File: src/rjd_pkg.sv
/*
 * Package for the receive jitter DCO control block: register map, field
 * positions, reset values, timing counts, PI coefficient types and enums.
 * Assumes a 50 MHz aclk and AXI4-Lite register access with 32-bit data.
 */
package rjd_pkg;

    // Register byte offsets
    localparam logic [7:0] RJD_OFS_MODE    = 8'h00;
    localparam logic [7:0] RJD_OFS_RXCORN  = 8'h04;
    localparam logic [7:0] RJD_OFS_TXCORN  = 8'h08;
    localparam logic [7:0] RJD_OFS_STATUS  = 8'h0C;
    localparam logic [7:0] RJD_OFS_RXPI    = 8'h10;
    localparam logic [7:0] RJD_OFS_TXPI    = 8'h14;

    // Mode register fields
    localparam int RJD_B_T1          = 0;
    localparam int RJD_B_MASTER      = 1;
    localparam int RJD_B_SYNC_FREQ   = 2;
    localparam int RJD_B_CENTRE_DIS  = 3;
    localparam int RJD_B_FALLBACK_DIS = 4;
    localparam int RJD_B_PI_INDEP    = 5;
    localparam int RJD_B_RCLK_SRC    = 6;
    localparam int RJD_B_SRAIL       = 7;
    localparam int RJD_F_RATE_LO     = 8;
    localparam int RJD_F_RATE_HI     = 9;

    // Corner register fields (rx and tx alike)
    localparam int RJD_B_SLOW        = 0;
    localparam int RJD_B_EXT_EN      = 1;
    localparam int RJD_F_PROP_LO     = 4;
    localparam int RJD_F_PROP_HI     = 7;
    localparam int RJD_F_INT_LO      = 8;
    localparam int RJD_F_INT_HI      = 12;

    // Reset values
    localparam logic [31:0] RJD_RST_MODE  = 32'h0000_0000;
    localparam logic [31:0] RJD_RST_CORN  = 32'h0000_0000;

    // Default corner coefficient sets (proportional, integral)
    localparam logic [3:0] RJD_P_FAST_E1 = 4'h4;
    localparam logic [4:0] RJD_I_FAST_E1 = 5'h0F;
    localparam logic [3:0] RJD_P_FAST_T1 = 4'h4;
    localparam logic [4:0] RJD_I_FAST_T1 = 5'h0F;
    localparam logic [3:0] RJD_P_SLOW    = 4'h8;
    localparam logic [4:0] RJD_I_SLOW    = 5'h13;
    localparam logic [3:0] RJD_P_MID     = 4'h6;
    localparam logic [4:0] RJD_I_MID     = 5'h12;

    // Reference watch timing: one reference period in aclk cycles at each rate
    localparam int RJD_CLK_HZ          = 50_000_000;
    localparam int RJD_REF_FAST_E1_HZ  = 2_048_000;
    localparam int RJD_REF_FAST_T1_HZ  = 1_544_000;
    localparam int RJD_REF_SLOW_HZ     = 8_000;
    localparam int RJD_PER_FAST_E1_CYC = (RJD_CLK_HZ + RJD_REF_FAST_E1_HZ - 1) / RJD_REF_FAST_E1_HZ;
    localparam int RJD_PER_FAST_T1_CYC = (RJD_CLK_HZ + RJD_REF_FAST_T1_HZ - 1) / RJD_REF_FAST_T1_HZ;
    localparam int RJD_PER_SLOW_CYC    = (RJD_CLK_HZ + RJD_REF_SLOW_HZ - 1) / RJD_REF_SLOW_HZ;
    localparam int RJD_MISS_LIMIT      = 4;
    localparam int RJD_CNT_W           = 16;

    // Oscillator behaviour and sync source
    typedef enum logic [1:0] {
        RJD_OSC_TRACK,
        RJD_OSC_CENTRE,
        RJD_OSC_FREEZE
    } rjd_osc_e;

    typedef enum logic [1:0] {
        RJD_SRC_LINE,
        RJD_SRC_SYNC,
        RJD_SRC_FREE
    } rjd_src_e;

    typedef struct packed {
        logic [3:0] prop;
        logic [4:0] integ;
    } rjd_pi_s;

    typedef struct packed {
        logic       slow;
        logic       ext_en;
        logic [3:0] prop;
        logic [4:0] integ;
    } rjd_corner_s;

endpackage

File: src/rjd_ctrl.sv
/*
 * Receive jitter DCO control: corner configuration for the receive and
 * transmit oscillators, reference watch, sync source selection and receive
 * clock output selection, with an AXI4-Lite register slave.
 * Assumes aclk at 50 MHz; line clock, SYNC, single-rail clock and signal
 * loss arrive asynchronously and are synchronised here.
 */
// Chosen here: the AXI4-Lite interface to the registers and the placing of the registers.
// Behaviour
// RULE_01: Reset corner is 2 Hz E1, 6 Hz T1; slow bit gives 0.2/0.6 Hz.
// RULE_02: Extended enable makes 4-bit field pick corner; table derives P and I.
// RULE_03: With independent mode, 4-bit field is P, 5-bit field is I.
// RULE_04: One to three missing reference periods: keep regulating.
// RULE_05: Four or more missing with centre disable 0: centre to nominal.
// RULE_06: Four or more missing with centre disable 1: freeze frequency.
// RULE_07: Slave locks to line clock; signal loss falls back to SYNC.
// RULE_08: Fallback disable keeps line clock source on signal loss.
// RULE_09: Master free-runs without SYNC, locks when SYNC present.
// RULE_10: Sync frequency select 0 means line-rate SYNC, 1 means 8 kHz; code applies it in master mode only.
// RULE_11: Software keeps centre disable clear when SYNC is tied high.
// RULE_12: With 8 kHz SYNC software sets frequency select, centre disable 0.
// RULE_13: Slave without signal loss stays on line clock whatever SYNC does.
// RULE_14: Slave, loss, SYNC high: centre unless fallback disabled, then line.
// RULE_15: Slave, loss, SYNC running: lock to SYNC unless fallback disabled.
// RULE_16: Oscillator-sourced receive clock rate is 1, 2, 4 or 8 times line.
// RULE_17: Line-clock-sourced receive clock is fixed at the line rate.
// RULE_18: Transmit oscillator uses the same corner scheme with own controls.
// RULE_19: Missing periods counted on aclk, restarting at each reference edge.
`timescale 1ns/10ps
module rjd_ctrl
    import rjd_pkg::*;
(
    // Clock and reset
    input  wire logic        aclk,
    input  wire logic        aresetn,
    // AXI4-Lite write address
    input  wire logic [7:0]  s_axi_awaddr,
    input  wire logic        s_axi_awvalid,
    output logic             s_axi_awready,
    // AXI4-Lite write data
    input  wire logic [31:0] s_axi_wdata,
    input  wire logic [3:0]  s_axi_wstrb,
    input  wire logic        s_axi_wvalid,
    output logic             s_axi_wready,
    // AXI4-Lite write response
    output logic [1:0]       s_axi_bresp,
    output logic             s_axi_bvalid,
    input  wire logic        s_axi_bready,
    // AXI4-Lite read address
    input  wire logic [7:0]  s_axi_araddr,
    input  wire logic        s_axi_arvalid,
    output logic             s_axi_arready,
    // AXI4-Lite read data
    output logic [31:0]      s_axi_rdata,
    output logic [1:0]       s_axi_rresp,
    output logic             s_axi_rvalid,
    input  wire logic        s_axi_rready,
    // Link side inputs
    input  wire logic        line_clock_in,
    input  wire logic        sync_in,
    input  wire logic        single_rail_clock_in,
    input  wire logic        signal_loss,
    // Oscillator control
    output rjd_pi_s          rx_pi,
    output rjd_pi_s          tx_pi,
    output rjd_osc_e         rx_osc_mode,
    output rjd_src_e         rx_sync_source,
    output logic             rx_ref_is_8k,
    output logic             rclk_from_osc,
    output logic [3:0]       rclk_multiplier
);

    // Registers
    logic [31:0] mode_r, mode_nxt;
    logic [31:0] rxc_r, rxc_nxt;
    logic [31:0] txc_r, txc_nxt;

    // Bus state
    logic        bvalid_r, bvalid_nxt;
    logic        rvalid_r, rvalid_nxt;
    logic [31:0] rdata_r, rdata_nxt;
    logic [1:0]  bresp_r, bresp_nxt;
    logic [1:0]  rresp_r, rresp_nxt;
    logic        do_write;
    logic [31:0] wmask;

    // Synchronisers: first stage read only by second
    logic [3:0]  s1_r, s2_r;
    logic        line_s, sync_s, srail_s, loss_s;

    // Reference watch
    logic [RJD_CNT_W-1:0] cnt_r, cnt_nxt;
    logic [2:0]           miss_r, miss_nxt;
    logic                 ref_prev_r;
    logic                 ref_sel, ref_edge;
    logic [RJD_CNT_W-1:0] period;

    // Outputs registered
    rjd_osc_e    osc_r, osc_nxt;
    rjd_src_e    src_r, src_nxt;
    rjd_pi_s     rx_pi_w, tx_pi_w;
    rjd_pi_s     rx_pi_r, tx_pi_r;

    // Decoded configuration
    logic        t1_mode, master, freq8k, centre_disable, fallback_switch_disable;
    logic        pi_independent_mode, srail;
    logic [1:0]  rx_clock_rate_select;
    rjd_corner_s rx_cfg, tx_cfg;

    assign t1_mode                 = mode_r[RJD_B_T1];
    assign master                  = mode_r[RJD_B_MASTER];
    assign freq8k                  = mode_r[RJD_B_SYNC_FREQ];
    assign centre_disable          = mode_r[RJD_B_CENTRE_DIS];
    assign fallback_switch_disable = mode_r[RJD_B_FALLBACK_DIS];
    assign pi_independent_mode     = mode_r[RJD_B_PI_INDEP];
    assign srail                   = mode_r[RJD_B_SRAIL];
    assign rx_clock_rate_select    = mode_r[RJD_F_RATE_HI:RJD_F_RATE_LO];

    assign rx_cfg = '{slow: rxc_r[RJD_B_SLOW], ext_en: rxc_r[RJD_B_EXT_EN],
                      prop: rxc_r[RJD_F_PROP_HI:RJD_F_PROP_LO],
                      integ: rxc_r[RJD_F_INT_HI:RJD_F_INT_LO]};
    assign tx_cfg = '{slow: txc_r[RJD_B_SLOW], ext_en: txc_r[RJD_B_EXT_EN],
                      prop: txc_r[RJD_F_PROP_HI:RJD_F_PROP_LO],
                      integ: txc_r[RJD_F_INT_HI:RJD_F_INT_LO]};

    // Coefficient tables for both oscillators
    rjd_pi_table u_rx_table (
        .cfg                 (rx_cfg),
        .pi_independent_mode (pi_independent_mode),
        .t1_mode             (t1_mode),
        .pi                  (rx_pi_w)
    );

    rjd_pi_table u_tx_table (                                      // RULE_18
        .cfg                 (tx_cfg),
        .pi_independent_mode (pi_independent_mode),
        .t1_mode             (t1_mode),
        .pi                  (tx_pi_w)
    );

    // AXI4-Lite: take write when address and data are both present and no write response is pending
    assign do_write      = s_axi_awvalid && s_axi_wvalid && !bvalid_r;
    assign s_axi_awready = do_write;
    assign s_axi_wready  = do_write;
    assign s_axi_arready = !rvalid_r;
    assign s_axi_bvalid  = bvalid_r;
    assign s_axi_bresp   = bresp_r;
    assign s_axi_rvalid  = rvalid_r;
    assign s_axi_rdata   = rdata_r;
    assign s_axi_rresp   = rresp_r;
    assign wmask = {{8{s_axi_wstrb[3]}}, {8{s_axi_wstrb[2]}}, {8{s_axi_wstrb[1]}}, {8{s_axi_wstrb[0]}}};

    always_comb begin
        mode_nxt   = mode_r;
        rxc_nxt    = rxc_r;
        txc_nxt    = txc_r;
        bvalid_nxt = bvalid_r && !s_axi_bready;
        bresp_nxt  = bresp_r;
        rvalid_nxt = rvalid_r && !s_axi_rready;
        rdata_nxt  = rdata_r;
        rresp_nxt  = rresp_r;
        if (do_write) begin
            bvalid_nxt = 1'b1;
            bresp_nxt  = 2'b00;
            case (s_axi_awaddr[7:2])
                RJD_OFS_MODE[7:2]: begin
                    mode_nxt = ((mode_r & ~wmask) | (s_axi_wdata & wmask)) & 32'h0000_03FF;
                end
                RJD_OFS_RXCORN[7:2]: begin
                    rxc_nxt = ((rxc_r & ~wmask) | (s_axi_wdata & wmask)) & 32'h0000_1FF3;
                end
                RJD_OFS_TXCORN[7:2]: begin
                    txc_nxt = ((txc_r & ~wmask) | (s_axi_wdata & wmask)) & 32'h0000_1FF3;
                end
                default: begin
                    bresp_nxt = 2'b10;
                end
            endcase
        end
        if (s_axi_arvalid && !rvalid_r) begin
            rvalid_nxt = 1'b1;
            rresp_nxt  = 2'b00;
            case (s_axi_araddr[7:2])
                RJD_OFS_MODE[7:2]:   rdata_nxt = mode_r;
                RJD_OFS_RXCORN[7:2]: rdata_nxt = rxc_r;
                RJD_OFS_TXCORN[7:2]: rdata_nxt = txc_r;
                RJD_OFS_STATUS[7:2]: rdata_nxt = {24'h00_0000, loss_s, miss_r, src_r, osc_r};
                RJD_OFS_RXPI[7:2]:   rdata_nxt = {23'h00_0000, rx_pi_r};
                RJD_OFS_TXPI[7:2]:   rdata_nxt = {23'h00_0000, tx_pi_r};
                default: begin
                    rdata_nxt = 32'h0000_0000;
                    rresp_nxt = 2'b10;
                end
            endcase
        end
    end

    // Source choice from mode, signal loss and SYNC or single-rail clock activity
    always_comb begin
        src_nxt = RJD_SRC_LINE;
        if (master) begin
            src_nxt = (miss_r < 3'(RJD_MISS_LIMIT)) ? RJD_SRC_SYNC : RJD_SRC_FREE;   // RULE_09
        end else if (!loss_s || fallback_switch_disable) begin
            src_nxt = RJD_SRC_LINE;                                // RULE_13 RULE_08
        end else if (miss_r < 3'(RJD_MISS_LIMIT)) begin
            src_nxt = RJD_SRC_SYNC;                                // RULE_07 RULE_15
        end else begin
            src_nxt = RJD_SRC_FREE;                                // RULE_14
        end
    end

    // Reference watch on aclk
    assign ref_sel  = (!master && !loss_s) ? line_s : (srail ? srail_s : sync_s);   // RULE_04
    assign ref_edge = ref_sel && !ref_prev_r;
    always_comb begin
        if (master && freq8k) begin
            period = RJD_CNT_W'(RJD_PER_SLOW_CYC);                 // RULE_10
        end else if (t1_mode) begin
            period = RJD_CNT_W'(RJD_PER_FAST_T1_CYC);
        end else begin
            period = RJD_CNT_W'(RJD_PER_FAST_E1_CYC);
        end
    end

    always_comb begin
        cnt_nxt  = cnt_r;
        miss_nxt = miss_r;
        if (ref_edge) begin
            cnt_nxt  = '0;                                         // RULE_19
            miss_nxt = '0;
        end else if (cnt_r >= period) begin
            cnt_nxt = '0;
            if (miss_r < 3'(RJD_MISS_LIMIT)) begin
                miss_nxt = miss_r + 3'h1;
            end
        end else begin
            cnt_nxt = cnt_r + 1'b1;
        end
    end

    // Oscillator behaviour
    always_comb begin
        case (src_nxt)
            RJD_SRC_LINE: osc_nxt = RJD_OSC_TRACK;                 // RULE_13
            RJD_SRC_SYNC: osc_nxt = RJD_OSC_TRACK;                 // RULE_04
            RJD_SRC_FREE: osc_nxt = centre_disable ? RJD_OSC_FREEZE : RJD_OSC_CENTRE;   // RULE_05 RULE_06 RULE_11
            default:      osc_nxt = RJD_OSC_CENTRE;
        endcase
    end

    // Configuration registers
    always_ff @(posedge aclk) begin
        if (!aresetn) begin
            mode_r <= RJD_RST_MODE;                                // RULE_01
            rxc_r  <= RJD_RST_CORN;
            txc_r  <= RJD_RST_CORN;
        end else begin
            mode_r <= mode_nxt;
            rxc_r  <= rxc_nxt;
            txc_r  <= txc_nxt;
        end
    end

    // Write response
    always_ff @(posedge aclk) begin
        if (!aresetn) begin
            bvalid_r <= 1'b0;
            bresp_r  <= 2'b00;
        end else begin
            bvalid_r <= bvalid_nxt;
            bresp_r  <= bresp_nxt;
        end
    end

    // Read data
    always_ff @(posedge aclk) begin
        if (!aresetn) begin
            rvalid_r <= 1'b0;
            rdata_r  <= 32'h0000_0000;
            rresp_r  <= 2'b00;
        end else begin
            rvalid_r <= rvalid_nxt;
            rdata_r  <= rdata_nxt;
            rresp_r  <= rresp_nxt;
        end
    end

    // Pin synchronisers
    always_ff @(posedge aclk) begin
        if (!aresetn) begin
            s1_r <= 4'h0;
            s2_r <= 4'h0;
        end else begin
            s1_r <= {signal_loss, single_rail_clock_in, sync_in, line_clock_in};
            s2_r <= s1_r;
        end
    end

    // Reference watch state
    always_ff @(posedge aclk) begin
        if (!aresetn) begin
            ref_prev_r <= 1'b0;
            cnt_r      <= '0;
            miss_r     <= 3'h0;
        end else begin
            ref_prev_r <= ref_sel;
            cnt_r      <= cnt_nxt;
            miss_r     <= miss_nxt;
        end
    end

    // Oscillator behaviour and source
    always_ff @(posedge aclk) begin
        if (!aresetn) begin
            osc_r <= RJD_OSC_TRACK;
            src_r <= RJD_SRC_LINE;
        end else begin
            osc_r <= osc_nxt;
            src_r <= src_nxt;
        end
    end

    // PI coefficients
    always_ff @(posedge aclk) begin
        if (!aresetn) begin
            rx_pi_r <= '0;
            tx_pi_r <= '0;
        end else begin
            rx_pi_r <= rx_pi_w;
            tx_pi_r <= tx_pi_w;
        end
    end

    assign line_s  = s2_r[0];
    assign sync_s  = s2_r[1];
    assign srail_s = s2_r[2];
    assign loss_s  = s2_r[3];

    // Outputs
    assign rx_pi           = rx_pi_r;
    assign tx_pi           = tx_pi_r;
    assign rx_osc_mode     = osc_r;
    assign rx_sync_source  = src_r;
    assign rx_ref_is_8k    = master && freq8k;                     // RULE_10 RULE_12
    assign rclk_from_osc   = mode_r[RJD_B_RCLK_SRC];
    assign rclk_multiplier = mode_r[RJD_B_RCLK_SRC] ? (4'h1 << rx_clock_rate_select) : 4'h1;   // RULE_16 RULE_17

endmodule

File: src/rjd_pi_table.sv
/*
 * PI coefficient selection for one oscillator.
 * Assumes the corner settings are stable register outputs on aclk.
 */
`timescale 1ns/10ps
module rjd_pi_table
    import rjd_pkg::*;
(
    // Configuration
    input  wire rjd_corner_s cfg,
    input  wire logic        pi_independent_mode,
    input  wire logic        t1_mode,
    // Coefficients
    output rjd_pi_s          pi
);

    always_comb begin
        if (cfg.ext_en && pi_independent_mode) begin
            pi.prop  = cfg.prop;                                   // RULE_03
            pi.integ = cfg.integ;                                  // RULE_03
        end else if (cfg.ext_en) begin
            pi.prop  = cfg.prop;                                   // RULE_02
            pi.integ = {1'b0, cfg.prop} + 5'h0B;                   // RULE_02
        end else if (cfg.slow) begin
            pi.prop  = RJD_P_SLOW;                                 // RULE_01
            pi.integ = RJD_I_SLOW;
        end else begin
            pi.prop  = t1_mode ? RJD_P_FAST_T1 : RJD_P_FAST_E1;   // RULE_01
            pi.integ = t1_mode ? RJD_I_FAST_T1 : RJD_I_FAST_E1;
        end
    end

endmodule

File: config.mk
export PLATFORM = sky130hd
export DESIGN_NAME = rjd_ctrl
export DESIGN_NICKNAME = d
export VERILOG_FILES = /design/src/rjd_pkg.sv /design/src/rjd_ctrl.sv /design/src/rjd_pi_table.sv
export SDC_FILE = /design/constraint.sdc
export NUM_CORES = 1
export LEC_CHECK = 0
export BUFFER_PORTS_ARGS = -buffer_cell sky130_fd_sc_hd__buf_4
export CAP_MARGIN = 20
export CORE_ASPECT_RATIO = 0.9
export CORE_MARGIN = 10
export CORE_UTILIZATION = 56
export DETAILED_ROUTE_END_ITERATION = 7
export PLACE_DENSITY = 0.92
export SLEW_MARGIN = 20
export SYNTH_ARGS = -nofsm -noshare
export SYNTH_HDL_FRONTEND = slang
export SYNTH_SLANG_ARGS = --single-unit
File: constraint.sdc
create_clock -name aclk -period 6.5 [get_ports aclk]
set_input_delay 0.65 -clock aclk [delete_from_list [all_inputs] [get_ports aclk]]
set_output_delay 0.65 -clock aclk [all_outputs]
set_load 0.02 [all_outputs]
==> results.json, run 1 <==
{
  "status": "completed",
  "cts.hold.buffers_added": 0,
  "row_count": 31,
  "h-tree-depth": 3,
  "fin_nets": 639,
  "die_h_um": 107,
  "synth_cells": 493,
  "met3_wirelength_um": 1110,
  "postCtsSetupBuffers": 0,
  "rr_worst_depth": 8,
  "slew_headroom_pct": 48.1,
  "final_common_cell": "dfxtp_1",
  "grt_pass1_wl_um": 18900,
  "clock-sinks": 99,
  "wl_met1_um": 5190,
  "whs_ps": 438,
  "r2r_setup_slack_ps": 3960,
  "slew_violations": 0,
  "dieArea_mm2": 0.0125,
  "gp_congestion": 0.895,
  "cp.arrival_ps": 2790,
  "via_per_inst": 5.71,
  "ys_seq_area_share_pct": 42.1,
  "grt_pass1_vias": 3691,
  "final_cell_mix": "dfxtp_1, buf_4, nor2b_1, mux2i_1, nand2_1",
  "avgSynthCellArea_um2": 9.54,
  "hold_violations": 0,
  "synth_ff_type": "dfxtp_1",
  "vdd_ir_drop_max_mv": 0.122,
  "top_layer": "met4",
  "setup_viol": 0,
  "cts_tree": "built",
  "path_clk_slew_ps": 100,
  "hpwlAfterDp_um": 8920,
  "firstDrtPassIters": 5,
  "drt_iter0_markers": 353,
  "grt_max_degree": 79,
  "setup_tns_ps": 0,
  "synth-seq-cells": 99,
  "wl_per_cell_um": 18.3,
  "power_mw": 1.18,
  "drt_wl_total_um": 12200,
  "fin_skew_ps": 13.1,
  "initial_core_util_pct": 58.0,
  "post-route-drc-count": 0,
  "io_buffers": 85,
  "min_from": "s1_r[1]",
  "yosysUniqueCellTypes": 58,
  "grt_overflow": 0,
  "pre_cts_ws_ps": 3990,
  "fin_ws_ps": 3960,
  "synthArstFlopShare_pct": 0,
  "postPlaceCellArea_mm2": 0.00527,
  "grt_use_total_pct": 18.7,
  "core_area_mm2": 0.00811,
  "area_growth_pct": 16.8,
  "fin_cells": 668,
  "antenna_found_initial": 0,
  "cts_resized": 0,
  "finalInstanceArea_mm2": 0.00549,
  "final_antenna_net_count": 0,
  "grt_setup_unrepaired": "no",
  "total_leakage_power_nw": 2.37,
  "wl_met2_um": 5760,
  "cts_buffer_depth": 2,
  "postLayoutCoreUtil_pct": 67.8,
  "min_period_ps": 2540,
  "drive_above_1_share_pct": 23.0,
  "cts_buffers": 9,
  "powerDensity_mw_per_mm2": 216,
  "vias": 3815,
  "insertion_delay_ps": 370,
  "fmax_mhz": 394,
  "place_inst": 652,
  "timing.rr.end": "cnt_r[3]",
  "start_kind": "flip-flop",
  "synth_warnings": 0,
  "fp.dieW_um": 117,
  "synth_edf_count": 0,
  "min_path_cells": 1,
  "hp-class": "flip-flop to flip-flop",
  "period_share_pct": 39.1,
  "clockRootBuffer": "clkbuf_8",
  "critPathRequiredTime_ps": 6750,
  "num_io_pins": 132,
  "synth_area_mm2": 0.00470,
  "end_kind": "flip-flop",
  "path_class": "flip-flop to flip-flop",
  "n_antenna_cell": 0,
  "crit_fanout": 13,
  "drv_cap": 0,
  "tightest_slew_ps": 778,
  "min_to": "s2_r[1]"
}
synth_stat cells (11+ instances only):
| library cell | count | area share [%] |
|---|---|---|
| dfxtp_1 | 99 | 42 |
| nor2b_1 | 48 | 6.4 |
| and2_1 | 11 | 1.5 |
| mux2i_1 | 42 | 8.9 |
| and3_1 | 12 | 1.6 |
| nand2_1 | 25 | 2.0 |
| inv_1 | 13 | 1.0 |
| buf_4 | 23 | 3.7 |
| nor2_1 | 16 | 1.3 |
| ha_1 | 12 | 3.2 |
| clkbuf_1 | 17 | 1.4 |
| a21oi_1 | 20 | 2.1 |
| nand3_1 | 14 | 1.5 |
| o21ai_0 | 17 | 1.8 |
worst max-delay path, stage by stage, from the launching register on:
cell,delay (ps)
dfxtp_1,470
nand2_1,270
nand2b_1,200
inv_1,70
ha_1,320
nand4b_1,140
o31a_2,390
o211ai_4,470
nor2_1,110
worst max path at each step:
| stage | depth (start not counted) | slack (ps) | end |
|---|---|---|---|
| after floorplan | 9 | 4430 | miss_r[1] |
| after global placement | 6 | 4080 | flip-flop |
| after detailed placement | 8 | 3990 | cnt_r[3] |
| after CTS | 8 | 3920 | cnt_r[3] |
| after global routing | 8 | 3780 | cnt_r[4] |
| final | 8 | 3960 | cnt_r[3] |
cells by family (layout without fill, tap and decap cells):
group / after synthesis / after routing / synth area share [%]
AO/OA/AOI/OAI: 95 / 95 / 15.0
XOR/XNOR: 13 / 13 / 2.42
adder cells (fa/ha/maj): 12 / 12 / 3.19
buffers and inverters: 61 / 115 / 7.10
flip-flops: 99 / 99 / 42.1
multiplexers: 43 / 43 / 9.18
other: 1 / 23 / 0.0797
AND/OR/NAND/NOR: 169 / 169 / 20.9
metal layers:
layer / vias up / track usage (%)
met5: - / 0
met4: 0 / 4.59
met3: 15 / 4.63
met2: 185 / 30.3
met1: 1785 / 24.3
li1: 1830 / -
final cells by class:
class,count,area [um^2]
Inverter,13,48.8
Clock inverter,7,98.8
Tap cell,99,124
Clock buffer,9,124
Sequential cell,99,1980
Fill cell,616,2610
Timing Repair Buffer,86,646
Multi-Input combinational cell,355,2470
power breakdown:
part,switching [mW],internal [mW]
logic,0.0667,0.0491
registers,0.00976,0.620
clock network,0.219,0.219
total,0.296,0.889
No activity file was read; power rests on OpenSTA's default activity.
==> run 2: changes to the inputs <==
CORE_UTILIZATION = 47   (was 56)
PLACE_DENSITY = 0.83   (was 0.92)
clock period = 2.3 ns   (was 6.5 ns; I/O delays follow)
==> results.json, run 2 (synthesis gave the netlist of run 1 again) <==
{
  "tightest_slew_ps": 725,
  "power_frac_seq_pct": 54.2,
  "fin_skew_ps": 16.0,
  "clock-sinks": 99,
  "grt.met1_usage_pct": 21.3,
  "grt_busiest_layer": "met2",
  "grt_util_met2_pct": 27.6,
  "gp_congestion": 0.888,
  "firstDrtPassIters": 5,
  "r2r_setup_slack_ps": 110,
  "final_cell_mix": "dfxtp_1, buf_4, nor2b_1, mux2i_1, nand2_1",
  "setup_viol": 0,
  "cp_cell_sequence": "nand2_2, nand2b_1, inv_1, ha_1, a21o_2, a211oi_2, o31a_2, nor4_1, o31a_1",
  "crit_fanout": 6,
  "die_h_um": 115,
  "path_clk_slew_ps": 100,
  "h-tree-depth": 3,
  "p_comb_share_pct": 10.4,
  "p_int_mw": 2.42,
  "final_antenna_net_count": 0,
  "via_per_inst": 5.60,
  "drive_above_1_share_pct": 24.5,
  "p_sw_uw": 868,
  "row_count": 34,
  "num_io_pins": 132,
  "hp-class": "input port to flip-flop",
  "drt_wl_total_um": 12700,
  "dieArea_mm2": 0.0144,
  "cts_buffers": 9,
  "clkPwrFrac_pct": 35.3,
  "insertion_delay_ps": 380,
  "vdd_ir_drop_max_mv": 0.354,
  "fin_nets": 649,
  "setup_tns_ps": 0,
  "critPathRequiredTime_ps": 2570,
  "cts.hold.buffers_added": 0,
  "slowest_delay_ps": 420,
  "final_common_cell": "dfxtp_1",
  "vias": 3947,
  "wl_per_cell_um": 18.0,
  "slew_violations": 0,
  "fmax_mhz": 457,
  "grt_pass1_wl_um": 20300,
  "min_period_ps": 2190,
  "netSwitchingFraction_pct": 26.4,
  "drt_iter0_markers": 402,
  "slew_headroom_pct": 51.6,
  "drv_cap": 0,
  "fp.dieW_um": 125,
  "cp.arrival_ps": 2460,
  "grt_setup_unrepaired": "no",
  "powerDensity_mw_per_mm2": 586,
  "hpwlAfterDp_um": 9350,
  "period_share_pct": 95.1,
  "cts_buffer_depth": 2,
  "post-route-drc-count": 0,
  "met3_usage_pct": 5.29,
  "io_buffers": 85,
  "grt_max_degree": 47,
  "path_class": "flip-flop to flip-flop",
  "fill_cells": 853,
  "antenna_found_initial": 0,
  "initial_core_util_pct": 48.3,
  "core_area_mm2": 0.00974,
  "cts_tree": "built",
  "end_kind": "flip-flop",
  "grt_pass1_vias": 3963,
  "fin_ws_ps": 113,
  "hold_violations": 0,
  "total_leakage_power_nw": 2.41,
  "grt_overflow": 0,
  "start_kind": "flip-flop",
  "area_growth_pct": 19.1,
  "clockRootBuffer": "clkbuf_8",
  "n_antenna_cell": 0,
  "pre_cts_ws_ps": 10.9,
  "grt_use_total_pct": 17.0,
  "slowest_stage": "dfxtp_1",
  "status": "completed"
}
[run 2: path summary, 6_finish.rpt]
path / startpoint / end / depth (start not counted)
worst max-delay path: flip-flop / miss_r[1] / 9
worst min register to register: s1_r[1] / s2_r[1] / 1
worst max register to register: flip-flop / miss_r[1] / 9
worst min-delay path: signal_loss / s1_r[3] / 2
[run 2: area by class of cell]
class	instances	area, um^2	area share, %
Sequential cell	99	1980	35.4
Timing Repair Buffer	96	733	13.1
Tap cell	126	158	2.81
Inverter	13	48.8	0.871
Multi-Input combinational cell	355	2470	44.2
Clock inverter	7	82.6	1.47
Clock buffer	9	124	2.21
[run 2: timing repair]
item | 4_1_cts | 5_1_grt
resized for setup | 0 | 1
setup endpoints to repair | 3 | 17
buffers inserted | 2 | 0
hold endpoints to repair | 0 | 0
pin swaps | 1 | 0
[run 2: metal layers]
metal	routed length [um]	up-vias
met3	1140	22
met2	5980	180
met5	0	-
met4	231	0
li1	-	1857
met1	5330	1888
[run 2: power groups by stage]
stage / combinational [mW] / sequential, mW / clock, mW
after floorplan: 0.196 / 1.84 / 0
after global placement: 0.324 / 1.82 / 0
after detailed placement: 0.331 / 1.82 / 0
final: 0.343 / 1.78 / 1.16
after global routing: 0.371 / 1.79 / 1.25
after CTS: 0.340 / 1.78 / 1.18
[run 2: stage by stage]
| step | utilization (%) | cells | total power, mW | hold slack, ps | area, um^2 |
|---|---|---|---|---|---|
| 6_report | 57.5 | 705 | 3.28 | 60.7 | 5600 |
| 5_1_grt | 57.5 | 705 | 3.41 | 55.0 | 5600 |
| 4_1_cts | 57.5 | 705 | 3.30 | 51.3 | 5600 |
| 3_5_place_dp | 55.1 | 687 | 2.15 | 425 | 5370 |
| 3_3_place_gp | 55.1 | 687 | 2.14 | 421 | 5370 |
| 2_1_floorplan | - | 515 | 2.04 | 357 | 4790 |
[run 2: critical path, delay by kind of cell (launching register included)]
kind                       cells  cell delay (ps)
AOI/OAI and AO/OA              4             1010
adders and majority gates      1              280
buffers and inverters          1               50
DFF                            1              420
and+or+nand+nor                3              340
==> run 3: changes to the inputs <==
CORE_UTILIZATION = 56   (was 47)
PLACE_DENSITY = 0.92   (was 0.83)
clock period = 2.7 ns   (was 2.3 ns; I/O delays follow)
==> results.json, run 3 (synthesis gave the netlist of run 1 again) <==
{
  "area_growth_pct": 16.5,
  "cts_tree": "built",
  "final_cell_mix": "dfxtp_1, buf_4, nor2b_1, mux2i_1, nand2_1",
  "hp-class": "input port to flip-flop",
  "cts.hold.buffers_added": 0,
  "period_share_pct": 91.7,
  "firstDrtPassIters": 5,
  "critPathRequiredTime_ps": 2930,
  "fin_nets": 643,
  "cts_resized": 0,
  "cts_buffers": 9,
  "end_kind": "flip-flop",
  "timing.rr.end": "cnt_r[2]",
  "insertion_delay_ps": 360,
  "start_kind": "flip-flop",
  "hold_violations": 0,
  "drive_above_1_share_pct": 23.1,
  "cts_buffer_depth": 2,
  "drt_iter0_markers": 353,
  "grt_pass1_vias": 3890,
  "path_clk_slew_ps": 80,
  "core_area_mm2": 0.00811,
  "clockRootBuffer": "clkbuf_8",
  "rr_worst_depth": 8,
  "grt_use_total_pct": 19.1,
  "fin_skew_ps": 8.96,
  "setup_tns_ps": 0,
  "fin_cells": 670,
  "endpoint": "cnt_r[2]",
  "r2r_setup_slack_ps": 220,
  "io_buffers": 85,
  "final_antenna_net_count": 0,
  "grt_setup_unrepaired": "no",
  "slew_violations": 0,
  "fill_cells": 596,
  "power_mw": 2.72,
  "via_per_inst": 5.77,
  "grt_pass1_wl_um": 19200,
  "grt_max_degree": 52,
  "fmax_mhz": 404,
  "whs_ps": 115,
  "drv_cap": 0,
  "setup_viol": 0,
  "powerDensity_mw_per_mm2": 496,
  "antenna_found_initial": 0,
  "drt_wl_total_um": 12300,
  "initial_core_util_pct": 58.0,
  "num_io_pins": 132,
  "row_count": 31,
  "post-route-drc-count": 0,
  "place_inst": 656,
  "vias": 3866,
  "clock-sinks": 99,
  "postPlaceCellArea_mm2": 0.00530,
  "h-tree-depth": 3,
  "n_antenna_cell": 0,
  "wl_per_cell_um": 18.3,
  "dieArea_mm2": 0.0125,
  "status": "completed",
  "vdd_ir_drop_max_mv": 0.314,
  "gp_congestion": 0.913,
  "fp.dieW_um": 117,
  "cp.arrival_ps": 2710,
  "die_h_um": 107,
  "tightest_slew_ps": 732,
  "crit_fanout": 13,
  "total_leakage_power_nw": 2.37,
  "finalInstanceArea_mm2": 0.00548,
  "min_period_ps": 2480,
  "path_class": "flip-flop to flip-flop",
  "hpwlAfterDp_um": 9110,
  "final_common_cell": "dfxtp_1",
  "slew_headroom_pct": 51.1,
  "grt_overflow": 0,
  "postCtsSetupBuffers": 0
}
-- run 3: changes by cell type in the layout (fill, tap and decap cells not counted), sizes merged --
| cell | delta |
|---|---|
| buf | -6 |
| inv | -3 |
| clkbuf | +2 |
| clkinvlp | -2 |
| clkinv | +1 |
-- run 3: worst min-delay path by stage --
stage / from / end / slack [ps] / depth (start not counted)
global placement: s1_r[0] / s2_r[0] / 420 / 1
floorplan: line_clock_in / s1_r[0] / 400 / 1
finish: sync_in / s1_r[1] / 110 / 2
global route: single_rail_clock_in / s1_r[2] / 100 / 2
detailed placement: s1_r[2] / s2_r[2] / 430 / 1
CTS: sync_in / s1_r[1] / 110 / 2
-- run 3: final cells by class --
cell class              count  area [um^2]  share of cell area [%]
clock buffers              11          141                    2.58
clock inverters             3         40.0                   0.730
inverters                  13         48.8                   0.890
multi-input cells         355         2470                    45.1
flip-flops and latches     99         1980                    36.1
well taps                  99          124                    2.26
repair buffers             90          676                    12.3
-- run 3: worst max-delay path, cell delays in order, from the launching register on --
cell and delay, ps:
dfxtp_1 440, nand2_1 250, nand2b_1 170, inv_1 60, ha_1 300, nand4b_1 140
o31a_2 390, o211ai_4 480, nor2_1 110
-- run 3: metrics by stage --
| step | setup slack, ps | utilization, % |
|---|---|---|
| 2_1_floorplan | 629 | - |
| 3_3_place_gp | 385 | 65.4 |
| 3_5_place_dp | 288 | 65.4 |
| 4_1_cts | 226 | 67.6 |
| 5_1_grt | 47.0 | 67.6 |
| 6_report | 225 | 67.6 |
-- run 3: per-layer routing --
layer,vias up,track usage (%),share of wire (%)
li1,1833,-,-
met1,1834,24.1,43
met2,182,31.1,46
met3,17,6.35,9.8
met4,0,3.53,1.1
met5,-,0,0
-- run 3: power breakdown --
| part | total, mW | internal [mW] | switching (mW) |
|---|---|---|---|
| Combinational | 0.282 | 0.120 | 0.162 |
| Sequential | 1.52 | 1.49 | 0.0247 |
| Clock | 0.918 | 0.441 | 0.477 |
| Total | 2.72 | 2.05 | 0.663 |
